===== config.mk =====
export PLATFORM = sky130hd
export DESIGN_NAME = watchdog_clock_timeout_select
export DESIGN_NICKNAME = d
export VERILOG_FILES = /design/src/shared/wdcts_pkg.sv /design/src/shared/wdcts_tick_if.sv /design/src/rtl/wdcts_tick_gen.sv /design/src/rtl/watchdog_clock_timeout_select.sv
export VERILOG_INCLUDE_DIRS = /design/src /design/src/shared
export SDC_FILE = /design/constraint.sdc
export NUM_CORES = 1
export LEC_CHECK = 0
export BUFFER_PORTS_ARGS = -buffer_cell sky130_fd_sc_hd__buf_4
export CAP_MARGIN = 20
export CORE_MARGIN = 2
export CORE_UTILIZATION = 35
export DETAILED_ROUTE_END_ITERATION = 8
export HOLD_SLACK_MARGIN = 0.08
export SYNTH_ARGS = -nofsm -noshare
export SYNTH_HDL_FRONTEND = slang
export SYNTH_SLANG_ARGS = --single-unit
export TNS_END_PERCENT = 30

===== constraint.sdc =====
create_clock -name clk_sys -period 2.4 [get_ports clk_sys]
set_input_delay 0.24 -clock clk_sys [delete_from_list [all_inputs] [get_ports clk_sys]]
set_output_delay 0.24 -clock clk_sys [all_outputs]
set_load 0.02 [all_outputs]

===== src/shared/wdcts_cfg.svh =====
`ifndef WDCTS_CFG_SVH
`define WDCTS_CFG_SVH

// ==========================================================
// Timing
`define WDCTS_CLK_PERIOD_NS      10
`define WDCTS_TICK_PERIOD_NS     1000000
`define WDCTS_TICK_CYCLES        (`WDCTS_TICK_PERIOD_NS / `WDCTS_CLK_PERIOD_NS)
`define WDCTS_TICK_CNT_W         17

// ==========================================================
// Overflow exponents
`define WDCTS_INT_SHORT_EXP      5
`define WDCTS_INT_LONG_EXP       8
`define WDCTS_BUS_SHORT_EXP      13
`define WDCTS_BUS_LONG_EXP       18
`define WDCTS_CNT_W              19

// ==========================================================
// Reset values
`define WDCTS_CLKSEL_RESET       1'h0
`define WDCTS_TOSEL_RESET        1'h0
`define WDCTS_RESET_PULSE_CYCLES 4'h8

`endif


===== src/shared/wdcts_pkg.sv =====
package wdcts_pkg;

  typedef enum logic [2:0] {
    WDCTS_IDLE  = 3'b001,
    WDCTS_COUNT = 3'b010,
    WDCTS_FIRE  = 3'b100
  } wdcts_state_t;

  typedef logic [18:0] wdcts_count_t;

endpackage : wdcts_pkg


===== src/shared/wdcts_tick_if.sv =====
`timescale 1ns/1ns
interface wdcts_tick_if;
  logic tick;

  modport source (output tick);
  modport sink   (input  tick);
endinterface : wdcts_tick_if


===== src/rtl/wdcts_tick_gen.sv =====
`timescale 1ns/1ns
`include "wdcts_cfg.svh"
module wdcts_tick_gen (
  input  wire logic     clk_sys,
  input  wire logic     reset,
  wdcts_tick_if.source  tickBus
);

  logic [`WDCTS_TICK_CNT_W-1:0] divCount;
  wire                          divWrap = (divCount == `WDCTS_TICK_CNT_W'(`WDCTS_TICK_CYCLES - 1));

  // ==========================================================
  // Free-running 1 kHz tick, never stopped by the watchdog itself
  always_ff @(posedge clk_sys or posedge reset) begin
    if (reset) begin
      divCount     <= '0;
      tickBus.tick <= 1'b0;
    end else begin
      divCount     <= divWrap ? '0 : divCount + 1'b1;
      tickBus.tick <= divWrap;
    end
  end

endmodule : wdcts_tick_gen


===== src/rtl/watchdog_clock_timeout_select.sv =====
`timescale 1ns/1ns
`include "wdcts_cfg.svh"
module watchdog_clock_timeout_select (
  input  wire logic clk_sys,
  input  wire logic reset,
  input  wire logic watchdogEnable,
  input  wire logic clockSelectWrite,
  input  wire logic clockSelectData,
  input  wire logic timeoutSelectWrite,
  input  wire logic timeoutSelectData,
  input  wire logic serviceStrobe,
  output logic      watchdogClockSelect,
  output logic      watchdogTimeoutSelect,
  output logic      clockSelectLocked,
  output logic      systemReset
);

  // ==========================================================
  // Free-running internal tick source
  wdcts_tick_if tickBus ();

  wdcts_tick_gen u_tick (
    .clk_sys (clk_sys),
    .reset   (reset),
    .tickBus (tickBus)
  );

  // ==========================================================
  // State and counters
  wdcts_pkg::wdcts_state_t state;
  wdcts_pkg::wdcts_state_t next_state;
  wdcts_pkg::wdcts_count_t count;
  logic [3:0]              pulseCount;

  // ==========================================================
  // Limit selection
  function automatic wdcts_pkg::wdcts_count_t limitOf(input logic busSel, input logic longSel);
    wdcts_pkg::wdcts_count_t lim;
    lim = '0;
    if (busSel)
      lim[longSel ? `WDCTS_BUS_LONG_EXP : `WDCTS_BUS_SHORT_EXP] = 1'b1;
    else
      lim[longSel ? `WDCTS_INT_LONG_EXP : `WDCTS_INT_SHORT_EXP] = 1'b1;
    return lim;
  endfunction : limitOf

  // ==========================================================
  // State decode
  wire inCount = (state == wdcts_pkg::WDCTS_COUNT);
  wire inFire  = (state == wdcts_pkg::WDCTS_FIRE);

  // ==========================================================
  // Count step and overflow detect
  wire                          countStep = watchdogClockSelect ? 1'b1 : tickBus.tick;
  wire wdcts_pkg::wdcts_count_t limit     = limitOf(watchdogClockSelect, watchdogTimeoutSelect);
  wire wdcts_pkg::wdcts_count_t lastCount = limit - 1'b1;
  // Greater-or-equal, so a shorter timeout written mid-count fires on the next count step instead of wrapping
  wire                          reached   = inCount && countStep && (count >= lastCount);
  wire                          pulseDone = (pulseCount == `WDCTS_RESET_PULSE_CYCLES - 1'b1);

  // ==========================================================
  // Next state
  always_comb begin
    next_state = state;
    unique case (state)
      wdcts_pkg::WDCTS_IDLE: begin
        if (watchdogEnable)
          next_state = wdcts_pkg::WDCTS_COUNT;
      end
      wdcts_pkg::WDCTS_COUNT: begin
        if (!watchdogEnable)
          next_state = wdcts_pkg::WDCTS_IDLE;
        else if (reached && !serviceStrobe)
          next_state = wdcts_pkg::WDCTS_FIRE;
      end
      wdcts_pkg::WDCTS_FIRE: begin
        if (pulseDone)
          next_state = wdcts_pkg::WDCTS_IDLE;
      end
      default: begin
        next_state = wdcts_pkg::WDCTS_IDLE;
      end
    endcase
  end

  // ==========================================================
  // Control bit next values; select is write-once until the next reset
  wire selectTaken                = clockSelectWrite && !clockSelectLocked;
  wire next_watchdogClockSelect   = selectTaken ? clockSelectData : watchdogClockSelect;
  wire next_clockSelectLocked     = clockSelectLocked || selectTaken;
  // Timeout stays writable at any time; the overflow compare copes with a shorter limit mid-count
  wire next_watchdogTimeoutSelect = timeoutSelectWrite ? timeoutSelectData : watchdogTimeoutSelect;

  // ==========================================================
  // Clock-select bit
  always_ff @(posedge clk_sys or posedge reset) begin
    if (reset) begin
      watchdogClockSelect <= `WDCTS_CLKSEL_RESET;
    end else begin
      watchdogClockSelect <= next_watchdogClockSelect;
    end
  end

  // ==========================================================
  // Lock flag; only a reset clears it, which restores writability
  always_ff @(posedge clk_sys or posedge reset) begin
    if (reset) begin
      clockSelectLocked <= 1'b0;
    end else begin
      clockSelectLocked <= next_clockSelectLocked;
    end
  end

  // ==========================================================
  // Timeout bit
  always_ff @(posedge clk_sys or posedge reset) begin
    if (reset) begin
      watchdogTimeoutSelect <= `WDCTS_TOSEL_RESET;
    end else begin
      watchdogTimeoutSelect <= next_watchdogTimeoutSelect;
    end
  end

  // ==========================================================
  // Counter and pulse next values; service wins over a same-cycle overflow
  wire                          countClear       = !inCount || serviceStrobe || reached;
  wire wdcts_pkg::wdcts_count_t countPlusOne     = count + 1'b1;
  wire wdcts_pkg::wdcts_count_t next_count       = countClear ? '0 : (countStep ? countPlusOne : count);
  wire [3:0]                    next_pulseCount  = inFire ? pulseCount + 4'h1 : 4'h0;
  wire                          next_systemReset = (next_state == wdcts_pkg::WDCTS_FIRE);

  // ==========================================================
  // State register
  always_ff @(posedge clk_sys or posedge reset) begin
    if (reset) begin
      state <= wdcts_pkg::WDCTS_IDLE;
    end else begin
      state <= next_state;
    end
  end

  // ==========================================================
  // Watchdog counter
  always_ff @(posedge clk_sys or posedge reset) begin
    if (reset) begin
      count <= '0;
    end else begin
      count <= next_count;
    end
  end

  // ==========================================================
  // Reset pulse length counter
  always_ff @(posedge clk_sys or posedge reset) begin
    if (reset) begin
      pulseCount <= 4'h0;
    end else begin
      pulseCount <= next_pulseCount;
    end
  end

  // ==========================================================
  // System reset output, registered so it cannot glitch
  always_ff @(posedge clk_sys or posedge reset) begin
    if (reset) begin
      systemReset <= 1'b0;
    end else begin
      systemReset <= next_systemReset;
    end
  end

endmodule : watchdog_clock_timeout_select


==> results_dict.tcl, run 1 <==
set metrics [dict create \
    path_cells "nand2_1, ha_1, nand4_1, nor3_1, o221ai_2, a31oi_4, buf_4, nor3_1" \
    fin_cells 388 \
    gr-max-usage-layer "met2" \
    swShare_pct 27.6 \
    grt_max_degree 27 \
    synthXorXnorAreaFrac_pct 10.7 \
    required_ps 2590 \
    grt_use_met2_pct 20.0 \
    drtIter0Drc 93 \
    hp-start "watchdogEnable" \
    synth.distinct_cells 47 \
    cts_setup_buffers 0 \
    relSlewSlack_pct 61.0 \
    leakagePower_nw 1.28 \
    grt_pass1_wl_um 8850 \
    seqPwrFrac_pct 55.9 \
    finalHoldViolCount 0 \
    antennaDiodeCount 0 \
    ir_worst_vdd_uv 258 \
    total_power_w 0.00154 \
    numPortBuffers 11 \
    vias 1909 \
    syn_to_final_growth_pct 13.5 \
    synthAdderAreaFrac_pct 6.48 \
    cp_max_fo 10 \
    worstSetupPathType "flip-flop to flip-flop" \
    grt_setup_unrepaired "false" \
    fin_crit_ps 2130 \
    clk_pin_slew_ps 90 \
    synth_area_sq_um 2700 \
    p_switching_w 0.000424 \
    cp-start-kind "flip-flop" \
    antenna_left 0 \
    power_density_nw_per_um2 501 \
    r2r_cells 8 \
    yosys.area_share.simple_pct 26.4 \
    routabilityCongestion 0.812 \
    overflow 0 \
    synth.avg_cell_area_sq_um 10.4 \
    grt_pass1_vias 1881 \
    place_ws_ps 102 \
    intPower_w 0.00111 \
    dieArea_sq_um 8440 \
    drc 0 \
    die-height_um 91.9 \
    cts_buffers 5 \
    holdPathStages 2 \
    fmax_ghz 0.469 \
    ys_warn_count 0 \
    finalMaxSlewViolations 0 \
    routed_wl_um 5020 \
    clock_path_buffers 2 \
    use_met3_pct 2.71 \
    ff2ff_setup_slack_ps 270 \
    max_stage_delay_ps 430 \
    grtUsageMet1_pct 17.9 \
    synth-compound-area-share_pct 8.84 \
    synth-seq-area-share_pct 44.5 \
    netlist_instances 260 \
    cts_htree_levels 2 \
    io_pins 12 \
    core_area_sq_um 7610 \
    clkPwrFrac_pct 31.8 \
    min-delay-path-class "primary input to flip-flop" \
    grt.total_usage_pct 12.9 \
    root_buffer "clkbuf_8" \
    outcome "finished, final reports clean" \
    synth_ff_type "dfrtp_1" \
    r2r-end "count[15]" \
    layout_setup_ws_ps 270 \
    fin_crit_sh_pct 88.7 \
    async_flop_share_pct 100 \
    drive_gt1_share_pct 19.9 \
    finalNetCount 307 \
    r2r_start "watchdogTimeoutSelect" \
    via_per_inst 4.92 \
    cp_slowest_cell "dfrtp_1" \
    syn_nets 282 \
    wl_per_cell_um 12.9 \
    synth_top_family_by_area "simple AND/OR/NAND/NOR gates" \
    clk_latency_ps 310 \
    synth_edf_count 0 \
    tightest_slew_ps 580 \
    synthMuxAreaShare_pct 0.416 \
    ys_seq_elements 48 \
    cts_tree "yes" \
    post-place-cells 379 \
    cp-end-kind "flip-flop" \
    tns_ps 0 \
    antenna_found_initial 0 \
    start_util_pct 35.5 \
    setup_viol 0 \
    drt_pass1_iterations 5 \
    crit_top_cell "nor3_1" \
    holdPathEnd "state[0]" \
    cts_num_sinks 48 \
    arrival_ps 2320 \
    core.rowCount 32 \
    die_w_um 91.9 \
    cap_violations 0 \
    p_comb_share_pct 12.3 \
    clock_skew_ps 4.66 \
    hpwl_um 3660 \
]
[kinds of logic after synthesis]
logic type / after synthesis
simple gates: 119
flops: 48
xor+xnor: 33
compound gates: 28
buf+inv: 16
fa+ha+maj: 14
other cells: 1
mux: 1
[worst max path at each step]
stage	from	slack, ps	end
2_1_floorplan	watchdogClockSelect	170	state[2]
3_3_place_gp	watchdogTimeoutSelect	200	systemReset
3_5_place_dp	watchdogTimeoutSelect	100	state[2]
4_1_cts	watchdogTimeoutSelect	100	systemReset
5_1_grt	watchdogTimeoutSelect	60	count[14]
6_report	watchdogTimeoutSelect	270	count[15]
[area by class of cell]
type	count	area (sq um)
clock buffer	6	72.6
fill	757	4540
inverter	12	45.0
tap	102	128
multi-input combinational	196	1440
clock inverter	2	12.5
sequential	48	1200
timing repair buffer	22	168
[power groups by stage]
stage / clock network, W / logic (W) / registers [W]
floorplan: 0 / 0.000121 / 0.000880
global placement: 0 / 0.000187 / 0.000875
detailed placement: 0 / 0.000189 / 0.000877
CTS: 0.000506 / 0.000192 / 0.000860
global route: 0.000545 / 0.000215 / 0.000864
finish: 0.000489 / 0.000189 / 0.000860
[stage by stage]
step | instance area, sq um | utilization [%] | hold slack [ps]
detailed placement | 2960 | 39.0 | 321
global placement | 2960 | 39.0 | 316
global route | 3070 | 40.3 | 129
finish | 3070 | 40.3 | 122
CTS | 3060 | 40.2 | 113
floorplan | 2700 | - | 315
[synthesized netlist by cell type, types with 2 or more instances]
cell       count  area [sq um]
o2111ai_1      2          17.5
nand4_1        8          50.1
o21ai_0        3          15.0
nor3_1        17          85.1
nor4b_2        2          30.0
inv_1         12          45.0
and3_1         7          43.8
nor4_1         2          12.5
a21o_1         2          15.0
a21oi_1        7          35.0
or3_1          2          12.5
nor3_2        11           110
xnor2_1       23           201
ha_1          14           175
a41o_1         2          20.0
nor2_1        21          78.8
or2_2          3          18.8
xor2_1        10          87.6
buf_2          2          10.0
nor2b_1        2          12.5
a31oi_1        3          18.8
dfrtp_1       47          1180
nand3_1       18          90.1
and4_1         3          26.3
nand2_1       15          56.3
[registers in the layout (all words and copies together), names as in the netlist]
signal / cells
u_tick.divCount: 17
count: 19
watchdogClockSelect: 1
clockSelectLocked: 1
state: 3
watchdogTimeoutSelect: 1
u_tick.tickBus.tick: 1
pulseCount: 4
systemReset: 1
[cell usage in the layout (no fill, tap or decap), types with 2 or more instances in the layout]
cell type  synthesis  final
dfrtp_1           47     47
nand2_1           15     15
clkbuf_8           0      5
ha_1              14     14
o2111ai_1          2      2
or3_1              2      2
nand4_1            8      8
a41o_1             2      2
nor2b_1            2      2
inv_1             12     11
a21o_1             2      2
xnor2_1           23     23
a31oi_1            3      3
xor2_1            10     10
nor3_1            17     17
nor4_1             2      2
and4_1             3      3
nor2_1            21     21
buf_4              0     21
nand3_1           18     18
a21oi_1            7      6
o21ai_0            3      3
nor3_2            11     11
nor4b_2            2      2
and3_1             7      7
or2_2              3      3
[critical path: cells and delay by family, from the launching register on]
| family | cells | cell delay, ps |
|---|---|---|
| AOI/OAI and AO/OA | 2 | 390 |
| buffers and inverters | 1 | 210 |
| DFF | 1 | 430 |
| adders and majority gates | 1 | 330 |
| and+or+nand+nor | 4 | 650 |
[timing repair]
item,4_1_cts,5_1_grt
gates resized for setup,0,2
hold buffers,1,0
setup endpoints to repair,0,7
endpoints found under the hold margin,24,0
[per-layer routing]
layer  routed length (um)  vias up
met5                    0        -
met4                  104        0
met3                  100        9
met2                 2290       15
met1                 2520      902
li1                     -      983
Note: power is estimated with default switching activity, not from simulation.
==> inputs of run 2 (changes only) <==
==> constraint.sdc (replaced) <==
create_clock -name clk_sys -period 2.4 [get_ports clk_sys]
set_input_delay 0.12 -clock clk_sys [delete_from_list [all_inputs] [get_ports clk_sys]]
set_output_delay 0.12 -clock clk_sys [all_outputs]
set_load 0.02 [all_outputs]
==> results_dict.tcl, run 2 (synthesized netlist as in run 1, its figures left out) <==
set metrics [dict create \
    outcome "finished, final reports clean" \
    intPower_w 0.00115 \
    clock_skew_ps 8.76 \
    setup_viol 0 \
    syn_to_final_growth_pct 15.4 \
    regMostFlops "count" \
    cp_top_family "simple AND/OR/NAND/NOR gates" \
    finalNetCount 311 \
    drt_pass1_iterations 4 \
    antennaDiodeCount 0 \
    io_pins 12 \
    core_area_sq_um 7610 \
    leakagePower_nw 1.30 \
    cts_htree_levels 2 \
    tightest_slew_ps 594 \
    grt_pass1_vias 1940 \
    start_util_pct 35.5 \
    vias 1946 \
    final_common_cell "dfrtp_1" \
    swShare_pct 26.6 \
    clock_path_buffers 2 \
    path_cells "nand2_1, ha_1, nand4_1, nor3_1, o221ai_2, a31oi_4, buf_4, nor3_1" \
    crit_top_cell "nor3_1" \
    numPortBuffers 11 \
    hpwl_um 3700 \
    clkPwrFrac_pct 32.8 \
    antenna_found_initial 0 \
    min-delay-path-class "primary input to asynchronous set/reset pin" \
    fin_crit_ps 2170 \
    antenna_left 0 \
    power_density_nw_per_um2 503 \
    drtIter0Drc 55 \
    routed_wl_um 5190 \
    finalHoldViolCount 0 \
    fillers 773 \
    via_per_inst 4.96 \
    top_regs "count: 19 flops, u_tick.divCount: 17 flops, pulseCount: 4 flops" \
    finalMaxSlewViolations 0 \
    cp-end-kind "flip-flop" \
    clk_latency_ps 310 \
    p_comb_share_pct 12.4 \
    cp_max_fo 10 \
    ir_worst_vdd_uv 206 \
    root_buffer "clkbuf_8" \
    worst-path-buf-inv 1 \
    cp_slowest_cell "dfrtp_1" \
    p_switching_w 0.000417 \
    grt_max_degree 41 \
    clk_pin_slew_ps 90 \
    largest_register_ffs 19 \
    grt.total_usage_pct 13.3 \
    cts_num_sinks 48 \
    wl_per_cell_um 13.3 \
    final_cell_mix "47 x dfrtp_1, 23 x xnor2_1, 21 x nor2_1" \
    drc 0 \
    fmax_ghz 0.461 \
    required_ps 2590 \
    max_stage_delay_ps 420 \
    tns_ps 0 \
    relSlewSlack_pct 60.1 \
    dieArea_sq_um 8440 \
    routabilityCongestion 0.821 \
    cts_tree "yes" \
    grt_setup_unrepaired "false" \
    grt_pass1_wl_um 9200 \
    die_w_um 91.9 \
    die-height_um 91.9 \
    seqPwrFrac_pct 54.8 \
    cts_buffers 5 \
    arrival_ps 2360 \
    cap_violations 0 \
    worstSetupPathType "flip-flop to flip-flop" \
    overflow 0 \
    core.rowCount 32 \
    post-route-util_pct 41.0 \
    cp-start-kind "flip-flop" \
    fin_crit_sh_pct 90.3 \
    drive_gt1_share_pct 19.3 \
]
run 2: cell types whose count changed in the layout (fill, tap and decap cells not counted), sizes merged:
cell / delta
dlygate4sd3: +5
clkbuf: +1
clkinvlp: -1
buf: -1
run 2: stage by stage:
stage                     worst slack [ps]  total power (W)  instances  hold slack, ps  area (sq um)
after CTS                             90.5          0.00159        392             256          3110
after global routing                  6.35          0.00165        392             272          3120
final                                  232          0.00157        392             257          3120
after global placement                 208          0.00106        378            36.8          2960
after floorplan                        169          0.00100        260             195          2700
after detailed placement               109          0.00106        378            42.6          2960
run 2: metal layers:
metal | track usage [%] | up-vias | part of all wire [%]
li1 | - | 992 | -
met4 | 3.98 | 0 | 1.2
met5 | 0 | - | 0
met2 | 21.3 | 12 | 48
met1 | 18.3 | 936 | 49
met3 | 2.55 | 6 | 1.8
run 2: worst register-to-register path: cells and delay by family (launching register included):
family | cells | cell delay, ps
AOI/OAI and AO/OA | 2 | 410
adders and majority gates | 1 | 340
buffers and inverters | 1 | 220
DFF | 1 | 420
and+or+nand+nor | 4 | 670
run 2: timing repair:
item	4_1_cts	5_1_grt
resized for setup	0	2
endpoints found under the setup margin	0	19
buffers inserted	0	0
hold buffers	6	0
endpoints found under the hold margin	12	0
run 2: power by group through the flow:
stage	clock network, W	registers (W)	logic [W]
floorplan	0	0.000880	0.000121
global placement	0	0.000875	0.000185
finish	0.000514	0.000860	0.000194
CTS	0.000536	0.000861	0.000196
global route	0.000557	0.000867	0.000222
detailed placement	0	0.000876	0.000185
run 2: worst paths after layout:
check | slack, ps | startpoint | depth (start not counted) | end
worst max register to register | 230 | watchdogTimeoutSelect | 8 | count[14]
worst min register to register | 470 | pulseCount[0] | 1 | pulseCount[0]
max in group asynchronous | 1390 | reset | 4 | state[0]
worst max-delay path | 230 | watchdogTimeoutSelect | 8 | count[14]
min in group clk_sys | 260 | serviceStrobe | 5 | count[0]
worst min-delay path | 260 | reset | 3 | u_tick.divCount[11]
run 2: cell type report:
| cell class | count | area, sq um | area share [%] |
|---|---|---|---|
| Clock inverter | 1 | 8.76 | 0.281 |
| Inverter | 12 | 45.0 | 1.44 |
| Timing Repair Buffer | 26 | 210 | 6.74 |
| Multi-Input combinational cell | 196 | 1440 | 46.2 |
| Sequential cell | 48 | 1200 | 38.5 |
| Tap cell | 102 | 128 | 4.09 |
| Clock buffer | 7 | 86.3 | 2.77 |
==> inputs of run 3 (changes only) <==
RECOVER_POWER = 100   (was unset)
==> results_dict.tcl, run 3 (synthesized netlist as in run 1, its figures left out) <==
set metrics [dict create \
    tns_ps 0 \
    die-height_um 91.9 \
    finish.instance_area_sq_um 3070 \
    fmax_ghz 0.460 \
    final_cell_mix "47 x dfrtp_1, 23 x xnor2_1, 21 x nor2_1" \
    holdPathStages 4 \
    fin_crit_ps 2170 \
    wl_per_cell_um 13.3 \
    leakagePower_nw 1.27 \
    fin_crit_sh_pct 90.5 \
    drtIter0Drc 64 \
    cap_violations 0 \
    p_switching_w 0.000417 \
    grt_max_degree 41 \
    largest_register_ffs 19 \
    drive_gt1_share_pct 15.5 \
    clkPwrFrac_pct 33.1 \
    cts_htree_levels 2 \
    worstSetupPathType "flip-flop to flip-flop" \
    swShare_pct 26.7 \
    start_util_pct 35.5 \
    grt_pass1_vias 1940 \
    cts_buffers 5 \
    r2r_cells 8 \
    finalNetCount 311 \
    dpl_cell_area_sq_um 2960 \
    overflow 0 \
    clock_skew_ps 8.27 \
    intPower_w 0.00114 \
    finalHoldViolCount 0 \
    clk_latency_ps 310 \
    fillers 783 \
    io_pins 12 \
    antenna_found_initial 0 \
    drc 0 \
    routed_wl_um 5200 \
    relSlewSlack_pct 35.9 \
    arrival_ps 2360 \
    p_comb_share_pct 12.0 \
    power_density_nw_per_um2 509 \
    regMostFlops "count" \
    cp-start-kind "flip-flop" \
    root_buffer "clkbuf_8" \
    die_w_um 91.9 \
    final_common_cell "dfrtp_1" \
    grt.total_usage_pct 13.3 \
    cp-end-kind "flip-flop" \
    setup_viol 0 \
    numPortBuffers 11 \
    min-delay-path-class "primary input to flip-flop" \
    clock_path_buffers 2 \
    top_regs "count: 19 flops, u_tick.divCount: 17 flops, pulseCount: 4 flops" \
    vias 1965 \
    dieArea_sq_um 8440 \
    ir_worst_vdd_uv 243 \
    finalMaxSlewViolations 0 \
    antennaDiodeCount 0 \
    routabilityCongestion 0.821 \
    core_area_sq_um 7610 \
    antenna_left 0 \
    via_per_inst 5.01 \
    hpwl_um 3700 \
    cp_max_fo 6 \
    core.rowCount 32 \
    syn_to_final_growth_pct 13.5 \
    required_ps 2590 \
    seqPwrFrac_pct 54.9 \
    clk_pin_slew_ps 90 \
    drt_pass1_iterations 4 \
    outcome "finished, final reports clean" \
    grt_pass1_wl_um 9200 \
    grt_setup_unrepaired "false" \
    cts_num_sinks 48 \
    tightest_slew_ps 962 \
    cts_tree "yes" \
]
## run 3: cell types whose count changed in the layout (fill, tap and decap cells not counted), moves of 2 or more
cell	change
nor3_1	+3
nor3_2	-3
buf_4	-9
clkbuf_1	+6
clkbuf_2	+2
## run 3: final timing paths
kind | from | to | slack, ps
worst max-delay path | watchdogTimeoutSelect | count[3] | 230
worst min-delay path | serviceStrobe | state[1] | 260
worst min register to register | pulseCount[0] | pulseCount[0] | 470
max in group asynchronous | reset | count[7] | 840
worst max register to register | watchdogTimeoutSelect | count[3] | 230
min in group asynchronous | reset | u_tick.divCount[11] | 320
## run 3: stage by stage
step | utilization, % | hold slack [ps] | power (W) | std cells | setup WS, ps
CTS | 40.9 | 256 | 0.00159 | 392 | 90.5
detailed placement | 38.9 | 42.6 | 0.00106 | 378 | 109
floorplan | - | 195 | 0.00100 | 260 | 169
global route | 40.3 | 272 | 0.00164 | 392 | 4.58
global placement | 38.9 | 36.8 | 0.00106 | 378 | 208
finish | 40.3 | 259 | 0.00156 | 392 | 228
## run 3: repair_timing
item | CTS | global route
gates resized for setup | 0 | 2
hold endpoints to repair | 12 | 0
setup buffers | 0 | 0
hold buffers | 6 | 0
endpoints found under the setup margin | 0 | 19
## run 3: critical path, stage by stage (launching register included)
cell and delay [ps]:
dfrtp_1 420, nand2_1 170, ha_1 340, nand4_1 150, nor3_1 270, o221ai_2 190
a31oi_4 210, clkbuf_2 230, nor3_2 60
## run 3: power groups by stage
stage	clock network [W]	logic, W	registers, W
after global routing	0.000557	0.000215	0.000864
after floorplan	0	0.000121	0.000880
after detailed placement	0	0.000185	0.000876
after CTS	0.000536	0.000196	0.000861
after global placement	0	0.000185	0.000875
final	0.000516	0.000188	0.000857
## run 3: area by class of cell
| type | instances | area (sq um) | share of cell area, % |
|---|---|---|---|
| well taps | 102 | 128 | 4.16 |
| repair buffers | 26 | 183 | 5.95 |
| clock inverters | 1 | 8.76 | 0.285 |
| inverters | 12 | 45.0 | 1.47 |
| flip-flops and latches | 48 | 1200 | 39.2 |
| multi-input cells | 196 | 1420 | 46.1 |
| clock buffers | 7 | 86.3 | 2.81 |
## run 3: per-layer routing
metal	part of all wire, %	GRT usage, %
met2	48	21.3
met1	48	18.3
met5	0	0
met3	2.2	2.55
met4	1.3	3.98
